--- src/icslp_pkg.sv ---
// Constants, register map and types of the internal clock settling block.
// Assumes a 125 MHz system clock and an APB master with 32-bit data.
// How it works
// - Coarse steps above 15 percent, eight per octave
// - Each further octave takes twice as long
// - Medium steps between 15 and 5 percent
// - At most eight medium steps reach 5 percent
// - Stable flag set once error below 5 percent
// - Minimum steps below 5 percent, 24 at most
// - 32 corrections 15 percent to minimum error
// - Capacitor 384 fixed units plus trim units
// - Trim resets to 128, capacitor 512 units
// - Each trim unit shifts base frequency 0.195 percent
// - Generator runs and wakes CPU in wait
// - Stop without keep option halts all clocks low
// - Stop with keep option runs, no wakeup
// - Stop without keep clears both stable flags
// - Stop without keep clears monitor, enable, flag
// - Stop without keep keeps select, clock enables, factor, trim, code
// - Settling restarts on reset, factor or trim write, re-enable
// - First medium correction keeps coarse spacing, later ones four base periods
// - Generated clock is factor times base clock
package icslp_pkg;

    // Timing
    localparam int CLK_FREQ_HZ  = 125_000_000;
    localparam int BASE_FREQ_HZ = 307_200;
    localparam int BASE_CYC     = CLK_FREQ_HZ / BASE_FREQ_HZ;
    localparam int CAP_FIXED    = 384;
    localparam int CAP_NOMINAL  = 512;
    localparam int CAP_SHIFT    = 9;

    // Register byte offsets
    localparam logic [7:0] OFS_CTRL  = 8'h00;
    localparam logic [7:0] OFS_MULT  = 8'h04;
    localparam logic [7:0] OFS_TRIM  = 8'h08;
    localparam logic [7:0] OFS_DIV   = 8'h0c;
    localparam logic [7:0] OFS_STAGE = 8'h10;

    // Control register field positions
    localparam int BIT_INT_EN   = 0;
    localparam int BIT_EXT_EN   = 1;
    localparam int BIT_CLK_SEL  = 2;
    localparam int BIT_MON_ON   = 3;
    localparam int BIT_IRQ_EN   = 4;
    localparam int BIT_FAULT    = 5;

    // Reset values
    localparam logic [6:0]  MULT_RST = 7'h15;
    localparam logic [7:0]  TRIM_RST = 8'h80;
    localparam logic [11:0] CODE_RST = 12'h000;

    // Loop filter code {divider, stage}; divider saturates at 9
    localparam logic [11:0] CODE_MAX    = 12'h9ff;
    localparam logic [12:0] STEP_COARSE = 13'h0020;
    localparam logic [12:0] STEP_MEDIUM = 13'h0008;
    localparam logic [12:0] STEP_FINE   = 13'h0001;
    localparam logic [12:0] BAND_FINE   = 13'h0018;
    localparam logic [12:0] BAND_MEDIUM = 13'h0058;
    localparam logic [2:0]  COARSE_PER_OCT = 3'h7;
    localparam logic [3:0]  OCT_MAX     = 4'h9;
    localparam logic [11:0] TICKS_PER_CORR = 12'h004;

    typedef enum logic [1:0]
    {
        LF_OFF    = 2'b00,
        LF_COARSE = 2'b01,
        LF_MEDIUM = 2'b11,
        LF_FINE   = 2'b10
    } icslp_phase_type;

    typedef struct packed
    {
        logic ext_stable;
        logic int_stable;
        logic fault;
        logic irq_en;
        logic mon_on;
        logic clk_sel;
        logic ext_en;
        logic int_en;
    } icslp_ctrl_type;

    localparam icslp_ctrl_type CTRL_RST = '{int_en: 1'b1, default: 1'b0};

endpackage : icslp_pkg

--- src/icslp_base_tick.sv ---
// Low frequency base clock model: period follows capacitor size.
// Assumes trim comes from a register on the same clock.
`timescale 1ns/1ps
module icslp_base_tick
    import icslp_pkg::*;
(
    // Clock and reset
    input  wire logic       i_clk,
    input  wire logic       i_nrst,
    // Control
    input  wire logic       i_run,
    input  wire logic [7:0] i_trim,
    // Base clock
    output logic            o_tick,
    output logic            o_level
);

    logic [19:0] half_cyc;
    logic [19:0] cnt_r;
    logic [19:0] cnt_nxt;
    logic        level_r;
    logic        level_nxt;
    logic        tick_r;
    logic        tick_nxt;

    // Period scales with fixed plus trimmed units
    always_comb
    begin
        half_cyc = 20'((20'(BASE_CYC) * (20'(CAP_FIXED) + 20'(i_trim)))
                   >> (CAP_SHIFT + 1));
        cnt_nxt   = cnt_r + 20'h00001;
        level_nxt = level_r;
        tick_nxt  = 1'b0;
        if (!i_run)
        begin
            cnt_nxt   = 20'h00000;
            level_nxt = 1'b0;
        end
        else if (cnt_r + 20'h00001 >= half_cyc)
        begin
            cnt_nxt   = 20'h00000;
            level_nxt = !level_r;
            tick_nxt  = level_r;
        end
    end

    always_ff @(posedge i_clk)
    begin
        if (!i_nrst)
        begin
            cnt_r   <= 20'h00000;
            level_r <= 1'b0;
            tick_r  <= 1'b0;
        end
        else
        begin
            cnt_r   <= cnt_nxt;
            level_r <= level_nxt;
            tick_r  <= tick_nxt;
        end
    end

    assign o_tick  = tick_r;
    assign o_level = level_r;

endmodule : icslp_base_tick

--- src/icslp_top.sv ---
// Internal clock generator settling, trim and low power control.
// Assumes stop, wait and option inputs come from logic on I_CLK.
`timescale 1ns/1ps
module icslp_top
    import icslp_pkg::*;
(
    // Clock and reset
    input  wire logic        I_CLK,
    input  wire logic        I_NRST,
    // APB slave
    input  wire logic        I_PSEL,
    input  wire logic        I_PENABLE,
    input  wire logic        I_PWRITE,
    input  wire logic [7:0]  I_PADDR,
    input  wire logic [31:0] I_PWDATA,
    output logic [31:0]      O_PRDATA,
    output logic             O_PREADY,
    output logic             O_PSLVERR,
    // Low power and options
    input  wire logic        I_STOP,
    input  wire logic        I_WAIT,
    input  wire logic        I_KEEP_CLK,
    // Monitor and external oscillator events
    input  wire logic        I_MON_FAULT,
    input  wire logic        I_EXT_STABLE_SET,
    // Clock outputs and status
    output logic             O_BASE_CLK,
    output logic             O_CLK_GATE,
    output logic             O_GEN_RUN,
    output logic             O_INT_STABLE,
    output logic             O_EXT_STABLE,
    output logic             O_MON_ON,
    output logic             O_IRQ,
    output logic             O_WAKE,
    output logic [3:0]       O_DIV_SEL,
    output logic [7:0]       O_STAGE_SEL
);

    icslp_ctrl_type  ctrl_r;
    icslp_ctrl_type  ctrl_nxt;
    logic [6:0]      mult_r;
    logic [6:0]      mult_nxt;
    logic [7:0]      trim_r;
    logic [7:0]      trim_nxt;
    logic [31:0]     rdata_r;
    logic [31:0]     rdata_nxt;
    logic            err_r;
    logic            err_nxt;
    icslp_phase_type phase_r;
    icslp_phase_type phase_nxt;
    logic [11:0]     code_r;
    logic [11:0]     code_nxt;
    logic [11:0]     ticks_r;
    logic [11:0]     ticks_nxt;
    logic [2:0]      coarse_r;
    logic [2:0]      coarse_nxt;
    logic [3:0]      oct_r;
    logic [3:0]      oct_nxt;
    logic            restart_r;
    logic            restart_nxt;
    logic            base_tick;
    logic            base_level;
    logic            halt;
    logic            gen_run;
    logic            setup;
    logic            wr;
    logic            rd;
    logic            hit;
    logic [11:0]     target;
    logic [12:0]     diff;
    logic [12:0]     err_abs;
    logic [12:0]     step;
    logic [12:0]     moved;
    logic [11:0]     interval;

    // Code whose period gives factor times base clock
    function automatic logic [11:0] target_code(input logic [6:0] n);
        logic [2:0] msb;
        logic [7:0] mant;
        msb  = 3'h0;
        mant = 8'h00;
        for (int i = 0; i < 7; i++)
        begin
            if (n[i])
            begin
                msb = 3'(i);
            end
        end
        mant = 8'({n, 8'h00} >> msb);
        return CODE_MAX - {1'b0, msb, ~mant} - 12'h100;
    endfunction : target_code

    function automatic logic [12:0] abs13(input logic [12:0] v);
        return v[12] ? 13'(-v) : v;
    endfunction : abs13

    function automatic logic in_fine(input logic [12:0] v);
        return abs13(v) <= BAND_FINE;
    endfunction : in_fine

    assign halt    = I_STOP && !I_KEEP_CLK;
    assign gen_run = ctrl_r.int_en && !halt;

    icslp_base_tick u_base
    (
        .i_clk   (I_CLK),
        .i_nrst  (I_NRST),
        .i_run   (gen_run),
        .i_trim  (trim_r),
        .o_tick  (base_tick),
        .o_level (base_level)
    );

    // APB decode
    assign setup = I_PSEL && !I_PENABLE;
    assign wr    = I_PSEL && I_PENABLE && I_PWRITE;
    assign rd    = setup && !I_PWRITE;
    assign hit   = (I_PADDR == OFS_CTRL) || (I_PADDR == OFS_MULT)
                || (I_PADDR == OFS_TRIM) || (I_PADDR == OFS_DIV)
                || (I_PADDR == OFS_STAGE);

    // Registers and bit interaction
    always_comb
    begin
        ctrl_nxt    = ctrl_r;
        mult_nxt    = mult_r;
        trim_nxt    = trim_r;
        rdata_nxt   = rdata_r;
        err_nxt     = 1'b0;
        restart_nxt = 1'b0;
        if (setup)
        begin
            err_nxt = !hit;
        end
        if (rd)
        begin
            if (I_PADDR == OFS_CTRL)
            begin
                rdata_nxt = {24'h000000, ctrl_r};
            end
            else if (I_PADDR == OFS_MULT)
            begin
                rdata_nxt = {25'h0000000, mult_r};
            end
            else if (I_PADDR == OFS_TRIM)
            begin
                rdata_nxt = {24'h000000, trim_r};
            end
            else if (I_PADDR == OFS_DIV)
            begin
                rdata_nxt = {28'h0000000, code_r[11:8]};
            end
            else if (I_PADDR == OFS_STAGE)
            begin
                rdata_nxt = {24'h000000, code_r[7:0]};
            end
            else
            begin
                rdata_nxt = 32'h00000000;
            end
        end
        if (wr && (I_PADDR == OFS_CTRL))
        begin
            ctrl_nxt.int_en  = I_PWDATA[BIT_INT_EN];
            ctrl_nxt.ext_en  = I_PWDATA[BIT_EXT_EN];
            ctrl_nxt.clk_sel = I_PWDATA[BIT_CLK_SEL];
            ctrl_nxt.mon_on  = I_PWDATA[BIT_MON_ON]
                && (ctrl_r.int_stable || ctrl_r.mon_on);
            ctrl_nxt.irq_en  = I_PWDATA[BIT_IRQ_EN];
            if (I_PWDATA[BIT_FAULT])
            begin
                ctrl_nxt.fault = 1'b0;
            end
            if (I_PWDATA[BIT_INT_EN] && !ctrl_r.int_en)
            begin
                restart_nxt = 1'b1;
            end
        end
        if (wr && (I_PADDR == OFS_MULT))
        begin
            mult_nxt        = I_PWDATA[6:0];
            ctrl_nxt.mon_on = 1'b0;
            restart_nxt     = 1'b1;
        end
        if (wr && (I_PADDR == OFS_TRIM))
        begin
            trim_nxt        = I_PWDATA[7:0];
            ctrl_nxt.mon_on = 1'b0;
            restart_nxt     = 1'b1;
        end
        // Fault event wins over a clear in the same cycle
        if (I_MON_FAULT && ctrl_r.mon_on)
        begin
            ctrl_nxt.fault = 1'b1;
        end
        if (I_EXT_STABLE_SET && ctrl_r.ext_en)
        begin
            ctrl_nxt.ext_stable = 1'b1;
        end
        if (!ctrl_nxt.mon_on)
        begin
            ctrl_nxt.irq_en = 1'b0;
            ctrl_nxt.fault  = 1'b0;
        end
        if (!ctrl_nxt.ext_en)
        begin
            ctrl_nxt.ext_stable = 1'b0;
        end
        // Halting stop leaves select, clock enables, factor, trim, code
        if (halt)
        begin
            ctrl_nxt.int_stable = 1'b0;
            ctrl_nxt.ext_stable = 1'b0;
            ctrl_nxt.mon_on     = 1'b0;
            ctrl_nxt.irq_en     = 1'b0;
            ctrl_nxt.fault      = 1'b0;
        end
        // Stable flag follows the loop filter
        if (!gen_run || restart_r || phase_r == LF_OFF)
        begin
            ctrl_nxt.int_stable = 1'b0;
        end
        else if (base_tick && (ticks_r + 12'h001 >= interval)
                 && in_fine(13'({1'b0, target}) - 13'({1'b0, code_nxt})))
        begin
            ctrl_nxt.int_stable = 1'b1;
        end
    end

    // Loop filter
    always_comb
    begin
        target   = target_code(mult_r);
        diff     = 13'({1'b0, target}) - 13'({1'b0, code_r});
        err_abs  = abs13(diff);
        interval = (phase_r == LF_COARSE)
                 ? 12'(TICKS_PER_CORR << oct_r)
                 : TICKS_PER_CORR;
        if (err_abs > BAND_MEDIUM)
        begin
            step = STEP_COARSE;
        end
        else if (err_abs > BAND_FINE)
        begin
            step = STEP_MEDIUM;
        end
        else
        begin
            step = (err_abs == 13'h0000) ? 13'h0000 : STEP_FINE;
        end
        moved = diff[12] ? 13'({1'b0, code_r}) - step
                         : 13'({1'b0, code_r}) + step;
        phase_nxt  = phase_r;
        code_nxt   = code_r;
        ticks_nxt  = ticks_r;
        coarse_nxt = coarse_r;
        oct_nxt    = oct_r;
        case (phase_r)
            LF_OFF:
            begin
                ticks_nxt  = 12'h000;
                coarse_nxt = 3'h0;
                oct_nxt    = 4'h0;
                if (gen_run)
                begin
                    phase_nxt = LF_COARSE;
                end
            end
            default:
            begin
                if (base_tick)
                begin
                    ticks_nxt = ticks_r + 12'h001;
                    if (ticks_r + 12'h001 >= interval)
                    begin
                        ticks_nxt = 12'h000;
                        code_nxt  = moved[12] ? 12'h000
                                  : (moved[11:0] > CODE_MAX) ? CODE_MAX
                                  : moved[11:0];
                        if (phase_r == LF_COARSE)
                        begin
                            coarse_nxt = coarse_r + 3'h1;
                            if (coarse_r == COARSE_PER_OCT
                                && oct_r != OCT_MAX)
                            begin
                                oct_nxt = oct_r + 4'h1;
                            end
                        end
                        if (err_abs <= BAND_FINE)
                        begin
                            phase_nxt = LF_FINE;
                        end
                        else if (err_abs <= BAND_MEDIUM)
                        begin
                            phase_nxt = LF_MEDIUM;
                        end
                    end
                end
            end
        endcase
        if (!gen_run || restart_r)
        begin
            phase_nxt = LF_OFF;
            code_nxt  = code_r;
        end
    end

    always_ff @(posedge I_CLK)
    begin
        if (!I_NRST)
        begin
            ctrl_r    <= CTRL_RST;
            mult_r    <= MULT_RST;
            trim_r    <= TRIM_RST;
            rdata_r   <= 32'h00000000;
            err_r     <= 1'b0;
            restart_r <= 1'b0;
            phase_r   <= LF_OFF;
            code_r    <= CODE_RST;
            ticks_r   <= 12'h000;
            coarse_r  <= 3'h0;
            oct_r     <= 4'h0;
        end
        else
        begin
            ctrl_r    <= ctrl_nxt;
            mult_r    <= mult_nxt;
            trim_r    <= trim_nxt;
            rdata_r   <= rdata_nxt;
            err_r     <= err_nxt;
            restart_r <= restart_nxt;
            phase_r   <= phase_nxt;
            code_r    <= code_nxt;
            ticks_r   <= ticks_nxt;
            coarse_r  <= coarse_nxt;
            oct_r     <= oct_nxt;
        end
    end

    // Outputs
    assign O_PRDATA     = rdata_r;
    assign O_PREADY     = 1'b1;
    assign O_PSLVERR    = err_r && I_PSEL && I_PENABLE;
    assign O_BASE_CLK   = base_level;
    assign O_CLK_GATE   = !halt;
    assign O_GEN_RUN    = gen_run;
    assign O_INT_STABLE = ctrl_r.int_stable;
    assign O_EXT_STABLE = ctrl_r.ext_stable;
    assign O_MON_ON     = ctrl_r.mon_on;
    assign O_IRQ        = ctrl_r.fault && ctrl_r.irq_en;
    assign O_WAKE       = O_IRQ && I_WAIT && !I_STOP;
    assign O_DIV_SEL    = code_r[11:8];
    assign O_STAGE_SEL  = code_r[7:0];

endmodule : icslp_top

--- config.mk ---
export PLATFORM = sky130hd
export DESIGN_NAME = icslp_top
export DESIGN_NICKNAME = d
export VERILOG_FILES = /design/src/icslp_pkg.sv /design/src/icslp_base_tick.sv /design/src/icslp_top.sv
export SDC_FILE = /design/constraint.sdc
export NUM_CORES = 1
export LEC_CHECK = 0
export ABC_CLOCK_PERIOD_IN_PS = 10100
export BUFFER_PORTS_ARGS = -buffer_cell sky130_fd_sc_hd__clkbuf_2
export CAP_MARGIN = 20
export CORE_MARGIN = 2
export CORE_UTILIZATION = 61
export CTS_BUF_LIST = sky130_fd_sc_hd__clkbuf_16
export CTS_CLUSTER_SIZE = 16
export DETAILED_ROUTE_END_ITERATION = 6
export GPL_ROUTABILITY_DRIVEN = 0
export PLACE_DENSITY_LB_ADDON = 0.1
export RECOVER_POWER = 100
export SETUP_SLACK_MARGIN = 0.05
export SLEW_MARGIN = 15
export SYNTH_ARGS = -nofsm -noshare
export SYNTH_HDL_FRONTEND = slang
export SYNTH_SLANG_ARGS = --single-unit
--- constraint.sdc ---
create_clock -name I_CLK -period 10.1 [get_ports I_CLK]
set_input_delay 0.505 -clock I_CLK [delete_from_list [all_inputs] [get_ports I_CLK]]
set_output_delay 0.505 -clock I_CLK [all_outputs]
set_load 0.005 [all_outputs]
### After elaboration in Yosys (flattened, before gate mapping)

Cells that the tools add are included.

* $add $sub $neg: 13
* $mul: 1
* $lt $le $gt $ge: 8
* equality and inequality tests: 8
* shift operators: 2
* mux-type cells: 43
* bitwise logic cells: 5
* reduce and logical (&&, ||, !) cells: 60

Operators with widths (count)
* 12-bit two-way mux: 8
* 8-bit two-way mux: 5
* 13-bit two-way mux: 3
* 13-bit by 5-bit <= comparator with 1-bit output, second input constant: 2
* 13-bit negator: 2
* 12-bit by 12-bit subtractor with 13-bit output: 2
* 1-bit logical AND: 21
* 20-bit by 1-bit adder with 20-bit output, second input constant: 1
* 20-bit by 10-bit >= comparator with 1-bit output: 1
* 8-bit by 20-bit multiplier with 19-bit output, first input constant: 1
* 8-bit by 4-bit equality test with 1-bit output, second input constant: 2
* 3-bit two-way mux: 5
* 15-bit by 3-bit >> shifter with 8-bit output: 1
* 2-bit two-way mux: 7
* 12-bit by 13-bit adder with 13-bit output: 1
* 13-bit by 5-bit greater-than comparator with 1-bit output, second input constant: 1
* 13-bit by 7-bit greater-than comparator with 1-bit output, second input constant: 1
* 13-bit by 7-bit <= comparator with 1-bit output, second input constant: 1
* 13-bit zero test: 1
* 12-bit by 13-bit subtractor with 13-bit output: 1
* 12-bit by 1-bit adder with 12-bit output, second input constant: 1
* 12-bit >= comparator: 1
* 12-bit greater-than comparator, second input constant: 1
* 6-bit two-way mux: 2
* other kinds (27): 68

* flip-flop bits (word level): 112
* bits of input ports: 50
* output and inout bits: 54

### Logic depth before layout (Yosys ltp)

Gate-level depths: netlist of the first run.

* word-level depth: 32
* mapped depth: 44

### Hierarchy

Synthesis of the first run repeated with hierarchy kept, for this count alone.

* cell total of the unflattened synthesis: 1149
* area, all modules: 8999.9 µm²

By module, submodules not included
* icslp_top: times used 1, cells each 879, area each 6550.0 µm², seq. area each 1321.3 µm²
* icslp_base_tick: times used 1, cells each 270, area each 2449.8 µm², seq. area each 440.4 µm²

### Worst setup path before layout of the first run

No wires, ideal clock.

* kind: register to register
* from: register mult_r[4]
* to: register ctrl_r (netlist bit O_INT_STABLE)
* setup time: 86 ps
* data arrival time: 9004 ps
* required time: 10014 ps
* setup slack: 1011 ps
* cell stages (with the launch flop): 44
* path buffers: 1
* period minus slack after synthesis: 9089 ps
* cell sequence: dfxtp_1 > clkbuf_1 > inv_1 > o21ai_0 > a21oi_1 > mux2i_1 > o31ai_1 > ha_1 > o21ai_0 > o21ai_0 > a21oi_1 > o21bai_1 > a21oi_1 > o2111ai_1 > nand3_1 > nand3_1 > a2111oi_2 > nor3b_1 > [8 not listed] > nand2_1 > or3_1 > nand2_1 > a21oi_1 > o211ai_1 > a21boi_0 > inv_1 > fa_1 > nor2_1 > and3_1 > o31ai_1 > o211ai_1 > xor2_2 > nor4_2 > or2_1 > a2111oi_2 > o2111ai_1 > a211oi_1

* cells in the longest elaborated chain, start to end: 29

Ends and longest elaborated chain
* start: declaration: RTL line icslp_top.sv:41 `logic [6:0] mult_r;`
* start signal: assignment: RTL line icslp_top.sv:327 `mult_r <= mult_nxt;`
* 3-bit two-way mux (3 in series): RTL line icslp_top.sv:84 `if (n[i])`
* 15-bit by 3-bit >> shifter with 8-bit output: RTL line icslp_top.sv:89 `mant = 8'({n, 8'h00} >> msb);`
* 8-bit inverter: RTL line icslp_top.sv:90 `return CODE_MAX - {1'b0, msb, ~mant} - 12'h100;`
* 12-bit by 11-bit subtractor with 12-bit output *: RTL line icslp_top.sv:90
* 12-bit by 9-bit subtractor with 12-bit output *: RTL line icslp_top.sv:90
* 12-bit by 12-bit subtractor with 13-bit output *: RTL line icslp_top.sv:234 `diff = 13'({1'b0, target}) - 13'({1'b0, code_r});`
* branches (longest 7 deep; another with 13-bit negator)
* 13-bit two-way mux *: RTL line icslp_top.sv:251 `moved = diff[12] ? 13'({1'b0, code_r}) - step`
* [6 not listed]
* 12-bit two-way mux *: RTL line icslp_top.sv:301 `if (!gen_run || restart_r)`
* net code_nxt[1]: RTL line icslp_top.sv:52 `logic [11:0] code_nxt;`
* 12-bit by 12-bit subtractor with 13-bit output *: RTL line icslp_top.sv:224 `&& in_fine(13'({1'b0, target}) - 13'({1'b0, code_nxt})))`
* 13-bit negator: RTL line icslp_top.sv:94 `return v[12] ? 13'(-v) : v;`
* 13-bit two-way mux *: RTL line icslp_top.sv:94
* 13-bit by 5-bit <= comparator with 1-bit output *: RTL line icslp_top.sv:98 `return abs13(v) <= BAND_FINE;`
* 1-bit logical AND *: RTL line icslp_top.sv:224
* 1-bit two-way mux / 2-bit nonzero test (equally long branches)
* end signal: assignment: RTL line icslp_top.sv:326 `ctrl_r <= ctrl_nxt;`
* end: declaration: RTL line icslp_top.sv:39 `icslp_ctrl_type ctrl_r;`

Mark *: on every way through the listed nets, which the timed path passes.
A chain may end at the register's enable or synchronous reset.

### Worst setup path in the final report of the first run

* from: register mult_r[3]
* to: register ctrl_r (netlist bit O_INT_STABLE)

* cells in the longest elaborated chain, start to end: 30

Ends and longest elaborated chain (RTL line)
* 3-bit two-way mux (4 in series): icslp_top.sv:84
* 15-bit by 3-bit >> shifter with 8-bit output: icslp_top.sv:89
* 8-bit inverter: icslp_top.sv:90
* 12-bit by 11-bit subtractor with 12-bit output *: icslp_top.sv:90
* 12-bit by 9-bit subtractor with 12-bit output *: icslp_top.sv:90
* 12-bit by 12-bit subtractor with 13-bit output *: icslp_top.sv:234
* branches (longest 7 deep; another with 13-bit negator)
* 13-bit two-way mux *: icslp_top.sv:251
* [6 not listed]
* 12-bit two-way mux *: icslp_top.sv:301
* net code_nxt[1]: icslp_top.sv:52
* 12-bit by 12-bit subtractor with 13-bit output *: icslp_top.sv:224
* 13-bit negator: icslp_top.sv:94
* 13-bit two-way mux *: icslp_top.sv:94
* 13-bit by 5-bit <= comparator with 1-bit output *: icslp_top.sv:98
* 1-bit logical AND *: icslp_top.sv:224
* 1-bit two-way mux / 2-bit nonzero test (equally long branches)

Marked as above.

==> impl_metrics.env, run 1 <==
export IMPL_fin_crit_ns=9.39
export IMPL_synth_edf_count=0
export IMPL_synthCells=1158
export IMPL_grt_pass1_wl_um=37600
export IMPL_grt_usage_pct=28.6
export IMPL_slew_violations=0
export IMPL_io_buffers=54
export IMPL_setup_worst_path_class="register to register"
export IMPL_end_kind="register"
export IMPL_vias=8394
export IMPL_cp_startpoint="mult_r[3]$_SDFFE_PN0P_"
export IMPL_initial_utilization_pct=62.3
export IMPL_tns_ns=0
export IMPL_critical_path_startpoint_type="register"
export IMPL_slew_limit_headroom_pct=33.0
export IMPL_reg2reg_from="mult_r[3]$_SDFFE_PN0P_"
export IMPL_finalClockSkew_ns=0.00940
export IMPL_synth_area_per_cell_sq_um=7.78
export IMPL_final_hold_violation_count=0
export IMPL_htree_levels=3
export IMPL_synth_flop_cell="dfxtp_1"
export IMPL_rsz0062_at_grt="false"
export IMPL_syn_cell_area_sq_um=9010
export IMPL_drt_iter0_markers=705
export IMPL_cts_root_buf="clkbuf_16"
export IMPL_peakVddDrop_mv=0.0978
export IMPL_clk_pin_slew_ns=0.07
export IMPL_synth_warnings=0
export IMPL_status="finished, final reports clean"
export IMPL_dr_pass1_iters=6
export IMPL_routedWlPerCell_um=15.9
export IMPL_cp_arrival_ns=9.62
export IMPL_ios=104
export IMPL_final_util_pct=68.1
export IMPL_drive_above_1_share_pct=10.1
export IMPL_cpMostUsedCell="ha_1"
export IMPL_clock_latency_ns=0.35
export IMPL_power_density_nw_per_um2=72.8
export IMPL_required_ns=10.33
export IMPL_routed_wl_um=22500
export IMPL_cts_hold_buf=0
export IMPL_drcViolationCount=0
export IMPL_min_path_type="input port to register"
export IMPL_nets=1405
export IMPL_cts_tree="done"
export IMPL_gr_total_overflow=0
export IMPL_r2r_slack_ns=0.71
export IMPL_dieHeight_um=126
export IMPL_path_max_fanout=10
export IMPL_cts_sinks=88
export IMPL_die_area_sq_um=15800
export IMPL_syn_to_final_growth_pct=9.44
export IMPL_die_w_um=126
export IMPL_synthArstFlopShare_pct=0
export IMPL_ys_types=78
export IMPL_leakage_nw=4.42
export IMPL_antenna_left=0
export IMPL_synth_seq_area_share_pct=19.5
export IMPL_std_cell_rows=44
export IMPL_core_sq_um=14500
export IMPL_cts_made_buffers=9
export IMPL_worst_pin_slew_ns=0.992
export IMPL_cts_max_path_buffers=2
export IMPL_fmax_mhz=107
export IMPL_max_stage_delay_ns=0.50
export IMPL_critPathSlowestCell="dfxtp_1"
export IMPL_dp_hpwl_um=17800
export IMPL_grt_max_degree=45
export IMPL_drv_cap=0
export IMPL_antenna_cells=0
export IMPL_first_global_vias=7794
export IMPL_min_from="I_PWDATA[7]"
export IMPL_antenna_found_initial=0
export IMPL_setup_violations=0
export IMPL_post_drt_via_cell_ratio=5.94
export IMPL_period_share_pct=92.9
export IMPL_ys_seq_elements=88
## final cells by class
cell class	instances	area, sq um
repair buffers	80	432
fillers	1318	4610
well taps	184	230
inverters	93	349
multi-input cells	953	6820
flip-flops and latches	88	1770
clock inverters	6	45.0
clock buffers	9	225
## cell usage after synthesis (all sizes together) (6+ instances only)
cell type	instances	area share, %
nand2	105	4.4
a21o	15	1.2
nor3b	7	0.58
dfxtp	88	20
clkbuf	36	1.5
or2	11	0.76
nor4	9	0.69
mux2i	12	1.3
nand3	39	2.2
a211oi	15	1.4
ha	113	16
o2111ai	7	0.68
nor2b	24	1.7
o21a	18	1.5
o211ai	13	1.1
buf	26	2.2
and3	32	2.2
xor2	24	2.5
a21boi	19	1.6
nor3	37	2.1
o21ai	44	2.4
o211a	6	0.67
fa	17	3.8
a21oi	76	4.2
xnor2	31	3.0
inv	93	3.9
nor2	88	3.7
o31ai	6	0.50
or3	9	0.68
nand2b	11	0.76
a31oi	14	0.97
and2	13	0.90
a2111oi	7	0.83
a22oi	6	0.50
nand4	13	0.90
## cells in the final DEF, fill, tap and decap left out, types with 13 or more instances in the layout
cell type and n:
ha_1 111, nand2_1 105, inv_1 93, nor2_1 87, dfxtp_1 83, a21oi_1 74
clkbuf_2 42, conb_1 40, nand3_1 39, o21ai_0 39, nor3_1 35, and3_1 32
xnor2_1 30, xor2_1 23, nor2b_1 23, buf_4 21, a21boi_0 19, o21a_1 18
fa_1 17, clkbuf_1 17, a21o_1 14, a31oi_1 13, nand4_1 13
## per-stage QoR
stage	power (W)	cells	hold slack, ns	instance area (sq um)	setup slack, ns
final	0.000718	1413	0.404	9870	0.715
after global routing	0.000741	1413	0.434	9870	0.0530
after CTS	0.000722	1412	0.395	9780	0.142
after detailed placement	0.000413	1397	0.466	9510	0.207
after global placement	0.000412	1397	0.460	9510	0.347
after floorplan	0.000402	1196	0.440	9160	1.01
## layer usage
metal	global-route usage [%]	up-vias	routed length (um)
met3	4.45	45	1350
li1	-	4229	-
met5	0	-	0
met4	8.10	0	569
met2	46.6	258	10300
met1	39.4	3862	10300
## worst max-delay path: cells and delay by family (launching register included)
kind            cells  cell delay (ns)
compound gates     18             4.06
buf+inv             4             0.63
flops               1             0.50
fa+ha+maj           5             1.64
simple gates       15             2.42
## worst paths after layout
path / endpoint / depth (start not counted)
setup / recovery: O_INT_STABLE$_SDFFE_PP0P_ / 42
hold / removal: trim_r[7]$_SDFFE_PN1P_ / 3
setup reg to reg: O_INT_STABLE$_SDFFE_PP0P_ / 42
hold reg to reg: ticks_r[11]$_SDFFE_PP0P_ / 2
## power by group
group / internal [W] / switching (W)
combinational: 0.0000184 / 0.0000314
clock: 0.000166 / 0.000146
sequential: 0.000352 / 0.00000438
## registers in the layout, indices dropped and copies added (netlist names), 2 cells and up
register	flops
oct_r	4
coarse_r	3
O_PRDATA	8
u_base.cnt_r	20
code_r	12
phase_r	2
ticks_r	12
ctrl_r	5
mult_r	7
trim_r	8
## cells by family after synthesis
group	synth area share, %
AND/OR/NAND/NOR	23.1
AO/OA/AOI/OAI	22.7
buffers and inverters	7.58
adder cells (fa/ha/maj)	19.5
flip-flops	19.5
XOR/XNOR	5.51
multiplexers	1.96
other	0.0833
## timing repair
| item | in CTS | in global routing |
|---|---|---|
| resized for setup | 0 | 30 |
| endpoints found under the setup margin | 0 | 1 |
| setup buffers | 0 | 1 |
(Power assumes the default switching activity.)
==> inputs of run 2 (changes only) <==
ABC_CLOCK_PERIOD_IN_PS = 8900   (was 10100)
CORE_MARGIN = default   (was 2)
clock period = 8.9 ns   (was 10.1 ns; I/O delays follow)
==> run 2 against run 1 <==
Clock power increased by 17%. Clock-buffer cell count unchanged. Sequential power increased by 13%. Flip-flop and latch count unchanged. Total power increased by 16%. Worst hold slack got worse by 0.058 ns. Cell count increased by 7.7%. Critical endpoint unchanged. Cell area increased by 12%. Combinational power increased by 24%.
==> impl_metrics.env, run 2 (same netlist as run 1, synthesis figures left out) <==
export IMPL_status="finished, final reports clean"
export IMPL_fin_crit_ns=8.56
export IMPL_syn_to_final_growth_pct=22.4
export IMPL_std_cell_rows=44
export IMPL_critPathSlowestCell="o41a_1"
export IMPL_final_util_pct=76.2
export IMPL_tns_ns=0
export IMPL_cts_hold_buf=0
export IMPL_drcViolationCount=0
export IMPL_initial_utilization_pct=62.3
export IMPL_cts_tree="done"
export IMPL_grt_usage_pct=31.2
export IMPL_setup_worst_path_class="register to register"
export IMPL_routedWlPerCell_um=16.0
export IMPL_dr_pass1_iters=5
export IMPL_routed_wl_um=24400
export IMPL_critical_path_startpoint_type="register"
export IMPL_cts_made_buffers=9
export IMPL_path_max_fanout=11
export IMPL_fmax_mhz=117
export IMPL_grt_pass1_wl_um=37300
export IMPL_drv_cap=0
export IMPL_io_buffers=54
export IMPL_final_common_cell="buf_4"
export IMPL_reg_top3="u_base.cnt_r (20), code_r (12), ticks_r (12)"
export IMPL_drt_iter0_markers=632
export IMPL_final_hold_violation_count=0
export IMPL_gr_total_overflow=0
export IMPL_min_path_type="input port to register"
export IMPL_grt_max_degree=45
export IMPL_vias=9027
export IMPL_period_share_pct=96.2
export IMPL_leakage_nw=4.99
export IMPL_worst_pin_slew_ns=1.04
export IMPL_finalClockSkew_ns=0.00852
export IMPL_antenna_left=0
export IMPL_clock_latency_ns=0.35
export IMPL_dp_hpwl_um=18600
export IMPL_layout_cells_non_filler=1522
export IMPL_slew_limit_headroom_pct=30.2
export IMPL_cts_max_path_buffers=2
export IMPL_cts_sinks=88
export IMPL_fin_area_sq_um=11000
export IMPL_htree_levels=3
export IMPL_nets=1513
export IMPL_cpMostUsedCell="buf_4"
export IMPL_max_stage_delay_ns=0.48
export IMPL_slew_violations=0
export IMPL_drive_above_1_share_pct=20.9
export IMPL_required_ns=9.17
export IMPL_placed_area_sq_um=10300
export IMPL_ios=104
export IMPL_fillCellCount=1140
export IMPL_peakVddDrop_mv=0.101
export IMPL_largest_register_ffs=20
export IMPL_die_w_um=124
export IMPL_core_sq_um=14500
export IMPL_antenna_cells=0
export IMPL_die_area_sq_um=15300
export IMPL_power_density_nw_per_um2=75.4
export IMPL_cp_arrival_ns=8.83
export IMPL_end_kind="register"
export IMPL_mostFrequentLayoutCells="buf_4 (125), ha_1 (108), nand2_1 (103), inv_1 (93), nor2_1 (86)"
export IMPL_cts_root_buf="clkbuf_16"
export IMPL_post_drt_via_cell_ratio=5.93
export IMPL_dieHeight_um=124
export IMPL_setup_violations=0
export IMPL_clk_pin_slew_ns=0.07
export IMPL_placedCellCount=1493
export IMPL_top_register="u_base.cnt_r"
export IMPL_antenna_found_initial=0
export IMPL_first_global_vias=7922
-- run 2: layout make-up --
type | count | area, sq um | share of cell area [%]
Clock inverter | 7 | 53.8 | 0.487
Tap cell | 184 | 230 | 2.09
Multi-Input combinational cell | 953 | 7190 | 65.1
Timing Repair Buffer | 188 | 1220 | 11.1
Sequential cell | 88 | 1770 | 16.0
Inverter | 93 | 349 | 3.16
Clock buffer | 9 | 225 | 2.04
-- run 2: path summary, 6_finish.rpt --
path                                from                         to  slack, ns  depth (start not counted)
setup / recovery  mult_r[6]$_SDFFE_PN0P_  O_INT_STABLE$_SDFFE_PP0P_       0.34                         44
hold / removal               I_MON_FAULT     ctrl_r[5]$_SDFFE_PP0P_       0.35                          3
setup reg to reg  mult_r[6]$_SDFFE_PN0P_  O_INT_STABLE$_SDFFE_PP0P_       0.34                         44
hold reg to reg   ctrl_r[2]$_SDFFE_PN0P_     ctrl_r[2]$_SDFFE_PN0P_       0.47                          2
-- run 2: per-layer routing --
metal	global-route usage, %	wire length, um	up-vias	part of all wire (%)
li1	-	-	4441	-
met1	40.0	10600	4266	43
met2	53.9	11900	268	49
met3	4.94	1260	52	5.2
met4	8.81	601	0	2.5
met5	0	0	-	0
-- run 2: critical path, delay by kind of cell, from the launching register on --
family          cells  cell delay, ns
xor+xnor            2            0.36
simple gates        6            0.75
buf+inv             9            1.49
compound gates     21            3.84
fa+ha+maj           5            1.40
mux                 1            0.26
flops               1            0.36
-- run 2: power breakdown --
group	leakage [nW]	internal [W]	switching [W]
clock network	0.138	0.000193	0.000174
registers	0.715	0.000399	0.00000478
logic	4.14	0.0000243	0.0000374
-- run 2: metrics by stage --
step / hold slack [ns] / power, W / setup slack (ns)
floorplan: 0.440 / 0.000456 / 0.0501
global placement: 0.455 / 0.000471 / 0.0579
detailed placement: 0.462 / 0.000472 / -0.131
CTS: 0.343 / 0.000832 / 0.0941
global route: 0.359 / 0.000859 / -0.167
finish: 0.347 / 0.000832 / 0.342
-- run 2: what timing repair did --
action,in CTS,in global routing
pin swaps,3,42
resized for setup,11,90
buffers inserted,1,12
setup endpoints to repair,1,1
==> inputs of run 3 (changes only) <==
--- a/config.mk
+++ b/config.mk
@@ -14,4 +14,5 @@
 export DETAILED_ROUTE_END_ITERATION = 6
 export GPL_ROUTABILITY_DRIVEN = 0
+export HOLD_SLACK_MARGIN = 0.1
 export PLACE_DENSITY_LB_ADDON = 0.1
 export RECOVER_POWER = 100
==> constraint.sdc (replaced) <==
create_clock -name I_CLK -period 8.9 [get_ports I_CLK]
set_input_delay 0.445 -clock I_CLK [delete_from_list [all_inputs] [get_ports I_CLK]]
set_output_delay 0.445 -clock I_CLK [all_outputs]
set_load 0.01 [all_outputs]
==> run 3 against run 2 <==
Worst hold slack about the same. Fmax grew 0.17%. Combinational power is 5.0% higher.
==> impl_metrics.env, run 3 (same netlist as run 1, synthesis figures left out) <==
export IMPL_cp_startpoint="mult_r[6]$_SDFFE_PN0P_"
export IMPL_mostFrequentLayoutCells="buf_4 (125), ha_1 (108), nand2_1 (103), inv_1 (93), nor2_1 (86)"
export IMPL_leakage_nw=4.97
export IMPL_cts_sinks=88
export IMPL_drt_iter0_markers=638
export IMPL_wl_met3_um=1310
export IMPL_clock_latency_ns=0.35
export IMPL_dr_pass1_iters=5
export IMPL_nets=1513
export IMPL_drcViolationCount=0
export IMPL_gr_total_overflow=0
export IMPL_peakVddDrop_mv=0.101
export IMPL_r2r_end="O_INT_STABLE$_SDFFE_PP0P_"
export IMPL_drt_met1_wl_um=10600
export IMPL_first_global_vias=7922
export IMPL_setup_worst_path_class="register to register"
export IMPL_vias=9027
export IMPL_cpMostUsedCell="buf_4"
export IMPL_min_path_type="input port to register"
export IMPL_status="finished, final reports clean"
export IMPL_cp_arrival_ns=8.81
export IMPL_syn_to_final_growth_pct=22.4
export IMPL_tns_ns=0
export IMPL_clk_pin_slew_ns=0.07
export IMPL_period_share_pct=96.0
export IMPL_std_cell_rows=44
export IMPL_antenna_cells=0
export IMPL_routedWlPerCell_um=16.0
export IMPL_cts_max_path_buffers=2
export IMPL_multi_input_comb_area_sq_um=7190
export IMPL_die_area_sq_um=15300
export IMPL_p_int_w=0.000616
export IMPL_clkPwrFrac_pct=43.9
export IMPL_reg2reg_from="mult_r[6]$_SDFFE_PN0P_"
export IMPL_grt_usage_pct=31.2
export IMPL_io_buffers=54
export IMPL_initial_utilization_pct=62.3
export IMPL_p_seq_share_pct=48.4
export IMPL_fmax_mhz=117
export IMPL_ios=104
export IMPL_finalClockSkew_ns=0.00833
export IMPL_post_drt_via_cell_ratio=5.93
export IMPL_p_switching_w=0.000219
export IMPL_cts_tree="done"
export IMPL_grt_pass1_wl_um=37300
export IMPL_r2r_slack_ns=0.36
export IMPL_critical_path_startpoint_type="register"
export IMPL_cts_root_buf="clkbuf_16"
export IMPL_fillCellCount=1142
export IMPL_path_max_fanout=11
export IMPL_reg2reg_depth=45
export IMPL_core_sq_um=14500
export IMPL_seqCellArea_sq_um=1770
export IMPL_routed_wl_um=24400
export IMPL_slew_violations=0
export IMPL_antenna_left=0
export IMPL_final_util_pct=76.2
export IMPL_drive_above_1_share_pct=20.6
export IMPL_cts_made_buffers=9
export IMPL_htree_levels=3
export IMPL_hold_ws_ns=0.347
export IMPL_fin_crit_ns=8.54
export IMPL_worst_pin_slew_ns=1.06
export IMPL_route_met2_wl_um=12000
export IMPL_endpoint="O_INT_STABLE$_SDFFE_PP0P_"
export IMPL_final_hold_violation_count=0
export IMPL_power_density_nw_per_um2=75.7
export IMPL_largest_register_ffs=20
export IMPL_slew_limit_headroom_pct=29.3
export IMPL_reg_top3="u_base.cnt_r (20), code_r (12), ticks_r (12)"
export IMPL_antenna_found_initial=0
export IMPL_final_common_cell="buf_4"
export IMPL_critPathSlowestCell="fa_2"
export IMPL_drv_cap=0
export IMPL_end_kind="register"
export IMPL_power_total_w=0.000836
export IMPL_p_comb_share_pct=7.8
export IMPL_p_sw_share_pct=26.2
export IMPL_setup_violations=0
export IMPL_dieHeight_um=124
export IMPL_die_w_um=124
export IMPL_grt_max_degree=45
export IMPL_dp_hpwl_um=18600
export IMPL_top_layer="met4"
export IMPL_top_register="u_base.cnt_r"
export IMPL_required_ns=9.17
export IMPL_max_stage_delay_ns=0.40
## run 3: cell count changes in the layout (fill, tap and decap cells not counted)
cell / previous run / this run
clkbuf_2: 38 / 33
clkbuf_1: 24 / 30
buf_1: 1 / 0
## run 3: area by class of cell
type / instances / area share [%]
Multi-Input combinational cell: 953 / 65.2
Inverter: 93 / 3.16
Clock buffer: 9 / 2.04
Tap cell: 184 / 2.09
Timing Repair Buffer: 188 / 11.0
Sequential cell: 88 / 16.0
Clock inverter: 7 / 0.488
## run 3: worst min path at each step
stage,start,slack (ns),cells past startpoint,endpoint
2_1_floorplan,ctrl_r[2]$_SDFFE_PN0P_,0.44,2,ctrl_r[2]$_SDFFE_PN0P_
3_3_place_gp,ctrl_r[2]$_SDFFE_PN0P_,0.45,2,ctrl_r[2]$_SDFFE_PN0P_
3_5_place_dp,ctrl_r[2]$_SDFFE_PN0P_,0.46,2,ctrl_r[2]$_SDFFE_PN0P_
4_1_cts,I_MON_FAULT,0.34,3,ctrl_r[5]$_SDFFE_PP0P_
5_1_grt,I_PWDATA[7],0.36,3,trim_r[7]$_SDFFE_PN1P_
6_report,I_MON_FAULT,0.35,3,ctrl_r[5]$_SDFFE_PP0P_
## run 3: metrics by stage
step                      setup WS (ns)  instances  cell area (sq um)
after floorplan                  0.0502       1196               9180
after global placement           0.0579       1493              10300
after detailed placement         -0.131       1493              10300
after CTS                        0.0941       1510              10600
after global routing             -0.167       1522              11000
final                             0.356       1522              11000
## run 3: worst max-delay path, delay by kind of cell (launching register included)
kind	cells	cell delay, ns
buffers and inverters	8	1.14
AO/OA/AOI/OAI	16	2.82
AND/OR/NAND/NOR	12	1.95
XOR/XNOR	3	0.52
adder cells (fa/ha/maj)	5	1.40
flip-flops	1	0.36
multiplexers	1	0.26
## run 3: power by group through the flow
stage / logic, W / clock network [W] / registers, W
floorplan: 0.0000469 / 0 / 0.000412
global placement: 0.0000612 / 0 / 0.000413
global route: 0.0000717 / 0.000385 / 0.000405
finish: 0.0000648 / 0.000367 / 0.000404
CTS: 0.0000624 / 0.000369 / 0.000404
detailed placement: 0.0000618 / 0 / 0.000413
## run 3: what timing repair did
action | in CTS | in global routing
pin swaps | 3 | 42
gates cloned | 0 | 0
gates resized for setup | 11 | 90
hold buffers | 0 | 0
setup endpoints to repair | 1 | 1
setup buffers | 1 | 12
## run 3: metal layers
layer  GRT usage [%]  vias up
met1            40.0     4257
met5               0        -
met2            53.9      283
met3            4.94       50
li1                -     4437
met4            8.81        0
